==> src/rtl/period_timer_pkg.sv <==
// Purpose: shared constants and carriers of the period match timer block
// Assumes: 32-bit AHB-Lite register bus, one system clock
// Notes: offsets are byte offsets inside the block's window
//
// Overview of operation
// RULE1: each timer has an 8-bit count and an 8-bit period, and every register is read/write; here the flag register is write one to clear.
// RULE2: the count clock is the system clock divided by four, then prescaled by 1, 4 or 16.
// RULE3: a match event fires when the count equals the period, the only interrupt source.
// RULE4: matches pass a 4-bit postscaler (1:1 to 1:16) whose completion sets the sticky flag.
// RULE5: the run bit at control bit 2 stops the timer when low and lets it count when high.
// RULE6: every reset clears the count.
// RULE7: count writes, control writes and resets clear the prescaler and postscaler.
// RULE8: a control write leaves the count as it was.
// RULE9: the flags of timers one to five sit at bits 0, 2, 4, 5 and 6 of the flag register.
// RULE10: each timer's enable bit sits at its flag's position and masks its interrupt.
// RULE11: each raw match is driven out as a pwm period time base.
// RULE12: the number of timers is a build parameter (five, or three on small parts).
// RULE13: the prescaled tick after a match loads zero, so the period is value plus one.
package period_timer_pkg;

  // ----------------------------------------
  // register map
  // ----------------------------------------
  localparam int unsigned ADDR_W = 8;
  localparam int unsigned CH_STRIDE = 16;
  localparam logic [7:0] OFS_COUNT = 8'h00;
  localparam logic [7:0] OFS_PERIOD = 8'h04;
  localparam logic [7:0] OFS_CONTROL = 8'h08;
  localparam logic [7:0] OFS_FLAGS = 8'h60;
  localparam logic [7:0] OFS_ENABLE = 8'h64;

  // ----------------------------------------
  // fields and reset values
  // ----------------------------------------
  localparam int unsigned CTL_DIV_LSB = 0;
  localparam int unsigned CTL_RUN_BIT = 2;
  localparam int unsigned CTL_POST_LSB = 3;
  localparam logic [7:0] COUNT_RST = 8'h00;
  localparam logic [7:0] PERIOD_RST = 8'hff;
  localparam logic [7:0] CONTROL_RST = 8'h00;
  localparam logic [7:0] FLAGS_RST = 8'h00;
  localparam int unsigned MAX_TIMERS = 5;
  localparam int unsigned FLAG_POS [0:4] = '{0, 2, 4, 5, 6};

  // ----------------------------------------
  // timing
  // ----------------------------------------
  localparam int unsigned INSTR_DIV = 4;
  localparam logic [3:0] PRE_LIM_1 = 4'h0;
  localparam logic [3:0] PRE_LIM_4 = 4'h3;
  localparam logic [3:0] PRE_LIM_16 = 4'hf;

  typedef enum logic [1:0] {
    DIV_1 = 2'b00,
    DIV_4 = 2'b01,
    DIV_16 = 2'b10,
    DIV_16B = 2'b11
  } div_sel_e;

  // write strobes towards one timer
  typedef struct packed {
    logic wr_count;
    logic wr_period;
    logic wr_control;
    logic [7:0] wdata;
  } chan_wr_s;

  // what one timer shows
  typedef struct packed {
    logic [7:0] count;
    logic [7:0] period;
    logic [7:0] control;
    logic match;
    logic post_event;
  } chan_stat_s;

endpackage

==> src/rtl/instr_tick_gen.sv <==
// Purpose: one-cycle tick at the instruction rate, system clock over four
// Assumes: free running from reset release
// Notes: tick is a registered pulse
`timescale 1ns/1ps
`default_nettype none
module instr_tick_gen (
  input wire logic clk_sys_i,
  input wire logic reset_n_i,
  output logic tick_o
);
  import period_timer_pkg::*;

  typedef struct packed {
    logic [1:0] cnt;
    logic tick;
  } tick_state_s;

  tick_state_s s_q, s_d;

  // divide by four
  always_comb begin
    s_d = s_q;
    s_d.cnt = s_q.cnt + 2'd1;
    s_d.tick = (s_q.cnt == 2'(INSTR_DIV - 1)); // [RULE2]
  end

  always_ff @(posedge clk_sys_i or negedge reset_n_i) begin
    if (!reset_n_i) begin
      s_q <= '0;
    end else begin
      s_q <= s_d;
    end
  end

  assign tick_o = s_q.tick;

  AST_TICK_SPACING: assert property (@(posedge clk_sys_i) disable iff (!reset_n_i)
    s_q.tick |=> !s_q.tick [*3] ##1 s_q.tick) // [RULE2]
    else $error("instruction tick not every fourth cycle");
endmodule
`default_nettype wire

==> src/rtl/timer_channel.sv <==
// Purpose: one 8-bit period timer with prescaler and postscaler
// Assumes: writes arrive as one-cycle strobes
// Notes: a count write wins over a count tick in the same cycle; a control write lets the tick advance the count
`timescale 1ns/1ps
`default_nettype none
module timer_channel (
  input wire logic clk_sys_i,
  input wire logic reset_n_i,
  input wire logic instr_tick_i,
  input wire period_timer_pkg::chan_wr_s wr_i,
  output period_timer_pkg::chan_stat_s stat_o
);
  import period_timer_pkg::*;

  typedef struct packed {
    logic [7:0] count;
    logic [7:0] period;
    logic [7:0] control;
    logic [3:0] pre_cnt;
    logic [3:0] post_cnt;
    logic match;
    logic post_event;
  } chan_state_s;

  chan_state_s s_q, s_d;
  logic run;
  logic [3:0] pre_lim;
  logic cnt_tick;

  // prescale limit and tick
  assign run = s_q.control[CTL_RUN_BIT]; // [RULE5]
  always_comb begin
    case (div_sel_e'(s_q.control[CTL_DIV_LSB +: 2]))
      DIV_1: pre_lim = PRE_LIM_1;
      DIV_4: pre_lim = PRE_LIM_4;
      default: pre_lim = PRE_LIM_16;
    endcase
  end
  assign cnt_tick = run && instr_tick_i && (s_q.pre_cnt == pre_lim); // [RULE2]

  // next state
  always_comb begin
    s_d = s_q;
    s_d.match = 1'b0;
    s_d.post_event = 1'b0;
    if (run && instr_tick_i) begin
      s_d.pre_cnt = cnt_tick ? 4'h0 : s_q.pre_cnt + 4'h1; // [RULE2]
    end
    if (cnt_tick) begin
      if (s_q.count == s_q.period) begin
        s_d.count = 8'h00; // [RULE13]
        s_d.match = 1'b1; // [RULE3]
        if (s_q.post_cnt == s_q.control[CTL_POST_LSB +: 4]) begin
          s_d.post_cnt = 4'h0;
          s_d.post_event = 1'b1; // [RULE4]
        end else begin
          s_d.post_cnt = s_q.post_cnt + 4'h1;
        end
      end else begin
        s_d.count = s_q.count + 8'h01;
      end
    end
    if (wr_i.wr_period) begin
      s_d.period = wr_i.wdata; // [RULE1]
    end
    if (wr_i.wr_count) begin
      s_d.count = wr_i.wdata; // [RULE1]
      s_d.pre_cnt = 4'h0; // [RULE7]
      s_d.post_cnt = 4'h0;
    end
    if (wr_i.wr_control) begin
      s_d.control = wr_i.wdata; // count kept [RULE8]
      s_d.pre_cnt = 4'h0; // [RULE7]
      s_d.post_cnt = 4'h0;
    end
  end

  // state register, reset clears count and scalers
  always_ff @(posedge clk_sys_i or negedge reset_n_i) begin
    if (!reset_n_i) begin
      s_q <= '{count: COUNT_RST, period: PERIOD_RST, control: CONTROL_RST,
               default: '0}; // [RULE6] [RULE7]
    end else begin
      s_q <= s_d;
    end
  end

  assign stat_o = '{count: s_q.count, period: s_q.period, control: s_q.control,
                    match: s_q.match, post_event: s_q.post_event}; // [RULE11]

  AST_WRAP_ZERO: assert property (@(posedge clk_sys_i) disable iff (!reset_n_i)
    cnt_tick && s_q.count == s_q.period && !wr_i.wr_count |=> s_q.count == 8'h00 && s_q.match) // [RULE13]
    else $error("count did not wrap to zero after match");
  AST_CTL_KEEPS: assert property (@(posedge clk_sys_i) disable iff (!reset_n_i)
    wr_i.wr_control && !wr_i.wr_count && !cnt_tick |=> s_q.count == $past(s_q.count)) // [RULE8]
    else $error("control write changed the count");
  AST_SCALER_CLR: assert property (@(posedge clk_sys_i) disable iff (!reset_n_i)
    wr_i.wr_count || wr_i.wr_control |=> s_q.pre_cnt == 4'h0 && s_q.post_cnt == 4'h0) // [RULE7]
    else $error("scalers not cleared by write");
  AST_STOPPED: assert property (@(posedge clk_sys_i) disable iff (!reset_n_i)
    !run && !wr_i.wr_count |=> s_q.count == $past(s_q.count) && !s_q.match) // [RULE5]
    else $error("stopped timer moved");
  AST_POST_ON_MATCH: assert property (@(posedge clk_sys_i) disable iff (!reset_n_i)
    s_q.post_event |-> s_q.match) // [RULE4]
    else $error("postscaler event without match");
  AST_MATCH_CAUSE: assert property (@(posedge clk_sys_i) disable iff (!reset_n_i)
    s_q.match |-> $past(cnt_tick) && $past(s_q.count) == $past(s_q.period)) // [RULE3]
    else $error("match without equal count");
  AST_PRE16: assert property (@(posedge clk_sys_i) disable iff (!reset_n_i)
    cnt_tick && pre_lim == PRE_LIM_16 && !wr_i.wr_count && !wr_i.wr_control
    ##1 (!wr_i.wr_count && !wr_i.wr_control) [*8] |-> !cnt_tick) // [RULE2]
    else $error("prescale 16 ticked too early");
  CVR_POSTSCALE: cover property (@(posedge clk_sys_i) disable iff (!reset_n_i)
    s_q.post_event && s_q.control[CTL_POST_LSB +: 4] != 4'h0);
endmodule
`default_nettype wire

==> src/rtl/period_timer_top.sv <==
// Purpose: AHB-Lite slave holding a group of 8-bit period match timers
// Assumes: single word transfers; OKAY always
// Notes: reads take one wait state, writes none
//
// Design decisions made here: the register addresses and the AHB-Lite slave port.
`timescale 1ns/1ps
`default_nettype none
module period_timer_top #(
  parameter int unsigned NUM_TIMERS = period_timer_pkg::MAX_TIMERS
) (
  input wire logic clk_sys_i,
  input wire logic reset_n_i,
  input wire logic hsel_i,
  input wire logic [31:0] haddr_i,
  input wire logic [1:0] htrans_i,
  input wire logic hwrite_i,
  input wire logic [2:0] hsize_i,
  input wire logic [31:0] hwdata_i,
  input wire logic hready_i,
  output logic hreadyout_o,
  output logic hresp_o,
  output logic [31:0] hrdata_o,
  output logic irq_o,
  output logic [NUM_TIMERS-1:0] pwm_time_base_o
);
  import period_timer_pkg::*;

  // ----------------------------------------
  // state
  // ----------------------------------------
  typedef struct packed {
    logic ph_valid;
    logic ph_write;
    logic rd_wait;
    logic [ADDR_W-1:0] ph_addr;
    logic [31:0] rdata;
    logic [7:0] flags;
    logic [7:0] enable;
  } bus_state_s;

  bus_state_s s_q, s_d;
  logic instr_tick;
  logic take;
  logic [7:0] impl_mask;
  logic [7:0] ev_bits;
  logic [7:0] rd_mux;
  chan_wr_s [NUM_TIMERS-1:0] chan_wr;
  chan_stat_s [NUM_TIMERS-1:0] chan_stat;

  // ----------------------------------------
  // instruction rate tick
  // ----------------------------------------
  instr_tick_gen u_tick (
    .clk_sys_i(clk_sys_i),
    .reset_n_i(reset_n_i),
    .tick_o(instr_tick)
  );

  // ----------------------------------------
  // timer instances
  // ----------------------------------------
  // one timer per instance, count set by build [RULE12]
  generate
    for (genvar g = 0; g < NUM_TIMERS; g++) begin : g_chan
      localparam logic [7:0] BASE = 8'(g * CH_STRIDE);
      always_comb begin
        chan_wr[g].wdata = hwdata_i[7:0];
        chan_wr[g].wr_count = s_q.ph_valid && s_q.ph_write &&
                              s_q.ph_addr == BASE + OFS_COUNT; // [RULE1]
        chan_wr[g].wr_period = s_q.ph_valid && s_q.ph_write &&
                               s_q.ph_addr == BASE + OFS_PERIOD;
        chan_wr[g].wr_control = s_q.ph_valid && s_q.ph_write &&
                                s_q.ph_addr == BASE + OFS_CONTROL;
      end
      timer_channel u_chan (
        .clk_sys_i(clk_sys_i),
        .reset_n_i(reset_n_i),
        .instr_tick_i(instr_tick),
        .wr_i(chan_wr[g]),
        .stat_o(chan_stat[g])
      );
      assign pwm_time_base_o[g] = chan_stat[g].match; // [RULE11]
    end
  endgenerate

  // ----------------------------------------
  // flag positions of the built timers
  // ----------------------------------------
  always_comb begin
    impl_mask = 8'h00;
    ev_bits = 8'h00;
    for (int i = 0; i < NUM_TIMERS; i++) begin
      impl_mask[FLAG_POS[i]] = 1'b1; // [RULE9] [RULE10]
      ev_bits[FLAG_POS[i]] = chan_stat[i].post_event; // [RULE9]
    end
  end

  // ----------------------------------------
  // read multiplexer on the data phase address
  // ----------------------------------------
  always_comb begin
    rd_mux = 8'h00;
    if (s_q.ph_addr == OFS_FLAGS) begin
      rd_mux = s_q.flags;
    end else if (s_q.ph_addr == OFS_ENABLE) begin
      rd_mux = s_q.enable;
    end else begin
      for (int i = 0; i < NUM_TIMERS; i++) begin
        if (s_q.ph_addr == 8'(i * CH_STRIDE) + OFS_COUNT) begin
          rd_mux = chan_stat[i].count; // [RULE1]
        end else if (s_q.ph_addr == 8'(i * CH_STRIDE) + OFS_PERIOD) begin
          rd_mux = chan_stat[i].period;
        end else if (s_q.ph_addr == 8'(i * CH_STRIDE) + OFS_CONTROL) begin
          rd_mux = chan_stat[i].control;
        end
      end
    end
  end

  // ----------------------------------------
  // bus phases, flags and enables
  // ----------------------------------------
  assign take = hsel_i && htrans_i[1] && hready_i;

  always_comb begin
    s_d = s_q;
    // address phase capture
    if (hready_i) begin
      s_d.ph_valid = take;
      s_d.ph_write = hwrite_i;
      s_d.ph_addr = haddr_i[ADDR_W-1:0];
    end
    // read: one wait cycle, data registered
    s_d.rd_wait = 1'b0;
    if (s_q.ph_valid && !s_q.ph_write && !s_q.rd_wait) begin
      s_d.rd_wait = 1'b1;
      s_d.rdata = {24'h00_0000, rd_mux};
      s_d.ph_valid = 1'b1;
      s_d.ph_write = 1'b0;
      s_d.ph_addr = s_q.ph_addr;
    end else if (s_q.rd_wait) begin
      s_d.ph_valid = take;
      s_d.ph_write = hwrite_i;
      s_d.ph_addr = haddr_i[ADDR_W-1:0];
    end
    // enable register write
    if (s_q.ph_valid && s_q.ph_write && s_q.ph_addr == OFS_ENABLE) begin
      s_d.enable = hwdata_i[7:0] & impl_mask; // [RULE10]
    end
    // write one to clear, then set wins
    if (s_q.ph_valid && s_q.ph_write && s_q.ph_addr == OFS_FLAGS) begin
      s_d.flags = s_q.flags & ~hwdata_i[7:0];
    end
    s_d.flags = (s_d.flags | ev_bits) & impl_mask; // [RULE4] [RULE9]
  end

  always_ff @(posedge clk_sys_i or negedge reset_n_i) begin
    if (!reset_n_i) begin
      s_q <= '{flags: FLAGS_RST, enable: FLAGS_RST, default: '0};
    end else begin
      s_q <= s_d;
    end
  end

  // ----------------------------------------
  // outputs
  // ----------------------------------------
  assign hreadyout_o = !(s_q.ph_valid && !s_q.ph_write && !s_q.rd_wait);
  assign hresp_o = 1'b0;
  assign hrdata_o = s_q.rdata;
  assign irq_o = |(s_q.flags & s_q.enable); // [RULE10]

  // ----------------------------------------
  // checks
  // ----------------------------------------
  AST_IRQ_LEVEL: assert property (@(posedge clk_sys_i) disable iff (!reset_n_i)
    irq_o == |(s_q.flags & s_q.enable)) // [RULE10]
    else $error("interrupt level disagrees with flags");
  AST_FLAG_SET: assert property (@(posedge clk_sys_i) disable iff (!reset_n_i)
    chan_stat[0].post_event |=> s_q.flags[FLAG_POS[0]]) // [RULE9]
    else $error("first timer flag not set");
  AST_FLAG_SET_LAST: assert property (@(posedge clk_sys_i) disable iff (!reset_n_i)
    chan_stat[NUM_TIMERS-1].post_event |=> s_q.flags[FLAG_POS[NUM_TIMERS-1]]) // [RULE9]
    else $error("last timer flag not set");
  AST_FLAG_ONLY_POST: assert property (@(posedge clk_sys_i) disable iff (!reset_n_i)
    $rose(s_q.flags[FLAG_POS[0]]) |-> $past(chan_stat[0].post_event)) // [RULE3]
    else $error("flag rose without a match event");
  AST_UNBUILT_ZERO: assert property (@(posedge clk_sys_i) disable iff (!reset_n_i)
    (s_q.flags & ~impl_mask) == 8'h00 && (s_q.enable & ~impl_mask) == 8'h00) // [RULE12]
    else $error("flag or enable set at an unbuilt position");
  AST_READ_WAIT: assert property (@(posedge clk_sys_i) disable iff (!reset_n_i)
    take && !hwrite_i |=> !hreadyout_o ##1 hreadyout_o) // [RULE1]
    else $error("read not answered after one wait");
  AST_COUNT_READBACK: assert property (@(posedge clk_sys_i) disable iff (!reset_n_i)
    s_q.rd_wait && s_q.ph_addr == OFS_COUNT |-> hrdata_o[7:0] == $past(chan_stat[0].count)) // [RULE1]
    else $error("count read back wrong");
  AST_OKAY: assert property (@(posedge clk_sys_i) disable iff (!reset_n_i)
    hresp_o == 1'b0 && hrdata_o[31:8] == 24'h00_0000) // [RULE1]
    else $error("bad response or upper read bits");

  CVR_IRQ: cover property (@(posedge clk_sys_i) disable iff (!reset_n_i) $rose(irq_o));
  CVR_CLEAR: cover property (@(posedge clk_sys_i) disable iff (!reset_n_i)
    s_q.ph_valid && s_q.ph_write && s_q.ph_addr == OFS_FLAGS && |s_q.flags);
  CVR_MATCH: cover property (@(posedge clk_sys_i) disable iff (!reset_n_i)
    pwm_time_base_o[0] ##[1:64] pwm_time_base_o[0]);
endmodule
`default_nettype wire

==> config.mk <==
export PLATFORM = sky130hd
export DESIGN_NAME = period_timer_top
export DESIGN_NICKNAME = d
export VERILOG_FILES = /design/src/rtl/period_timer_pkg.sv /design/src/rtl/instr_tick_gen.sv /design/src/rtl/timer_channel.sv /design/src/rtl/period_timer_top.sv
export SDC_FILE = /design/constraint.sdc
export NUM_CORES = 1
export LEC_CHECK = 0
export BUFFER_PORTS_ARGS = -buffer_cell sky130_fd_sc_hd__buf_2
export CORE_UTILIZATION = 53
export CTS_CLUSTER_DIAMETER = 60
export CTS_CLUSTER_SIZE = 14
export DETAILED_ROUTE_END_ITERATION = 6
export PLACE_DENSITY = 0.75
export SYNTH_ARGS = -nofsm -noshare
export SYNTH_HDL_FRONTEND = slang
export SYNTH_HIERARCHICAL = 1
export SYNTH_SLANG_ARGS = --single-unit
==> constraint.sdc <==
create_clock -name clk_sys_i -period 2.52 [get_ports clk_sys_i]
set_clock_uncertainty 0.2 [all_clocks]
set_input_delay 0 -clock clk_sys_i [delete_from_list [all_inputs] [get_ports clk_sys_i]]
set_output_delay 0 -clock clk_sys_i [all_outputs]
set_load 0.01 [all_outputs]
==> impl_metrics.json <==
{
  "pre_cts_slack_ns": 0.0211,
  "clock_latency_ns": 0.53,
  "setup_slack_ns": 0.0181,
  "overflow": 0,
  "syn_area_per_cell_um2": 9.58,
  "syn_to_final_growth_pct": 8.63,
  "critPathMaxFanout": 10,
  "status": "completed",
  "root_buffer": "clkbuf_16",
  "initial_core_util_pct": 54.4,
  "synth_cell_types": 73,
  "cap_violations": 0,
  "post_drt_wl_per_cell_um": 21.2,
  "critPathBufInv": 1,
  "syn-cell-area_mm2": 0.0133,
  "cts_tree": "done",
  "dp_hpwl_um": 25000,
  "synthArstFlopShare_pct": 100,
  "h-tree-depth": 1,
  "hp-class": "in -> reg",
  "fp-row-count": 57,
  "cts-buffers-inserted": 23,
  "power.density_mw_per_mm2": 820,
  "rsz0062_at_grt": "no",
  "dieArea_mm2": 0.0257,
  "drt_wl_total_um": 36300,
  "clk_path_buf_depth": 3,
  "postRouteAntennaNets": 0,
  "cp_slowest_stage_delay_ns": 0.59,
  "yosys_warnings": 6,
  "numPortBuffers": 36,
  "maxSlewHeadroom_pct": 60.4,
  "fp.dieW_um": 160,
  "total_power_mw": 11.8,
  "synthCells": 1389,
  "synth-seq-area-share_pct": 38.4,
  "cp.required_ns": 2.77,
  "cts.sinks": 202,
  "ys_seq_elements": 202,
  "drt_iter0_markers": 1214,
  "slew_violations": 0,
  "fin_tns_setup_ns": 0,
  "vias": 10582,
  "synth-main-ff-cell": "dfrtp_1",
  "drive_gt1_share_pct": 26.0,
  "dr.pass1.iters": 5,
  "tightest_slew_ns": 0.594,
  "grt_pass1_vias": 10248,
  "post-route-period-util_pct": 99.3,
  "die_h_um": 160,
  "ioPinCount": 114,
  "grtUsageTotal_pct": 28.4,
  "critical_path_class": "reg -> reg",
  "finalSetupViolCount": 0,
  "nets": 1464,
  "place.gp.congestion": 0.965,
  "cp-start-kind": "flop",
  "diodes": 0,
  "antenna_found_initial": 0,
  "vdd_drop_max_mv": 0.499,
  "grt_pass1_wl_um": 57400,
  "clkTransAtPathRegs_ns": 0.06,
  "slowest_stage": "or4_1",
  "final_hold_viol_count": 0,
  "path_cells": "buf_4 > or4_1 > nor2_2 > o21ai_0 > o21ai_0 > a21oi_1 > a31oi_1",
  "core_mm2": 0.0245,
  "fin_crit_ns": 2.50,
  "max_freq_mhz": 400,
  "drc": 0,
  "via_per_inst": 6.17,
  "endpoint_kind": "flop",
  "leakagePower_nw": 6.47,
  "cp_common_cell": "o21ai_0",
  "grt_start_max_net_pins": 75,
  "path_delay_family": "simple AND/OR/NAND/NOR gates",
  "cp.arrival_ns": 2.75,
  "synth_edf_count": 0
}
-- per-layer routing --
metal	GRT usage (%)	vias to the layer above	part of all wire (%)
li1	-	4816	-
met1	38.3	5204	42
met2	45.7	469	47
met3	4.08	93	7.1
met4	11.6	0	3.9
met5	0	-	0
-- tightest hold or removal path: cells and delay by family --
family                 cells  cell delay (ns)
buffers and inverters      2             0.61
AO/OA/AOI/OAI              1             0.15
-- power breakdown --
group	internal (mW)	switching, mW	total [mW]
clock network	2.11	1.41	3.52
registers	3.73	0.687	4.42
logic	1.69	2.22	3.91
total	7.53	4.32	11.8
-- flip-flops by register name (all words and copies together) (netlist names) --
| signal | count |
|---|---|
| g_chan.u_chan/s_q | 40 |
| g_chan.u_chan/stat_o | 130 |
| hrdata_o | 8 |
| u_tick/tick_o | 1 |
| s_q | 21 |
| u_tick/s_q | 2 |
-- Yosys cell counts, drive strengths merged, types with 9 or more instances --
master	count	area, µm²
buf	191	1390
dfrtp	162	4050
mux2	92	1040
a21oi	85	425
nor2	85	322
nand2	80	300
o21ai	79	399
xor2	75	657
nand3	45	225
nor3	43	215
clkbuf	41	154
dfstp	40	1050
a32oi	38	333
nor2b	26	163
nand2b	25	156
or2	25	156
nor4	24	322
inv	22	82.6
ha	16	200
mux2i	15	150
a21o	12	90.1
a22oi	11	82.6
a2111oi	10	113
o21bai	10	75.1
o22ai	10	62.6
a32o	9	90.1
-- placed cells by master (no fill, tap or decap), types with 7 or more instances in the layout --
cell type      netlist  layout
a2111oi_0            8       8
a21o_1              12      12
a21oi_1             85      85
a22oi_1             11      11
a32o_1               9       9
a32oi_1             38      38
and2b_1              8       8
buf_12               0       8
buf_2               23      35
buf_4              164      91
clkbuf_16            0      23
conb_1               1      25
dfrtp_1            162     157
dfstp_2             40      40
dlygate4sd3_1        0      32
ha_1                16      16
inv_1               22      22
mux2_2              92      92
mux2i_1             15      15
nand2_1             80      80
nand2b_1            25      25
nand3_1             45      44
nand4_1              8       8
nor2_1              84      81
nor2b_1             26      26
nor3_1              43      43
nor3b_1              7       7
nor4_1              12      12
nor4_4              11      11
o21ai_0             75      75
o21bai_1            10      10
o22ai_1             10      10
or2_2               21      21
or3_1                7       7
xor2_1              75      75
-- path summary, 6_finish.rpt --
| check | cells past startpoint | from | endpoint | slack, ns |
|---|---|---|---|---|
| worst max-delay path | 7 | s_q[54]$_DFFE_PN0P_ | hrdata_o[5]$_DFFE_PN0P_ | 0.02 |
| worst min-delay path | 3 | hsel_i | s_q[58]$_DFFE_PN0P_ | 0.09 |
| worst max register to register | 7 | s_q[54]$_DFFE_PN0P_ | hrdata_o[5]$_DFFE_PN0P_ | 0.02 |
| worst min register to register | 1 | g_chan[4].u_chan/stat_o[0]$_DFF_PN0_ | s_q[14]$_DFF_PN0_ | 0.22 |
| max in group asynchronous | 4 | reset_n_i | g_chan[4].u_chan/stat_o[11]$_DFFE_PN1P_ | 1.21 |
| min in group asynchronous | 3 | reset_n_i | g_chan[1].u_chan/stat_o[13]$_DFFE_PN1P_ | 0.44 |
-- area by class of cell --
type / count / area (µm²)
repair buffers: 168 / 1380
well taps: 324 / 405
inverters: 22 / 82.6
multi-input cells: 957 / 6680
clock inverters: 10 / 149
fillers: 2039 / 10000
flip-flops and latches: 202 / 5110
clock buffers: 32 / 639
-- what timing repair did --
item | 4_1_cts | 5_1_grt
setup endpoints to repair | 1 | 28
endpoints found under the hold margin | 309 | 0
setup buffers | 0 | 0
gates resized for setup | 1 | 9
hold buffers | 33 | 0
-- kinds of logic (layout without fill, tap and decap cells) --
| logic type | count (synthesis) | in the layout | share of synthesized area [%] |
|---|---|---|---|
| compound gates | 318 | 318 | 16.0 |
| xor+xnor | 75 | 75 | 4.94 |
| fa+ha+maj | 16 | 16 | 1.51 |
| buf+inv | 254 | 232 | 12.2 |
| flops | 202 | 202 | 38.4 |
| mux | 107 | 107 | 8.92 |
| other cells | 1 | 25 | 0.0282 |
| simple gates | 416 | 416 | 17.9 |
-- per-stage QoR --
stage          hold WS, ns  cell area [µm²]  std cells  util (%)
6_report            0.0878            14400       1715      59.1
5_1_grt             0.0988            14400       1715      59.1
4_1_cts             0.0663            14400       1715      59.0
3_5_place_dp        -0.194            13300       1640      54.3
3_3_place_gp        -0.202            13300       1640      54.3
2_1_floorplan       -0.496            13400       1413         -
No activity file was read; power rests on OpenSTA's default activity.
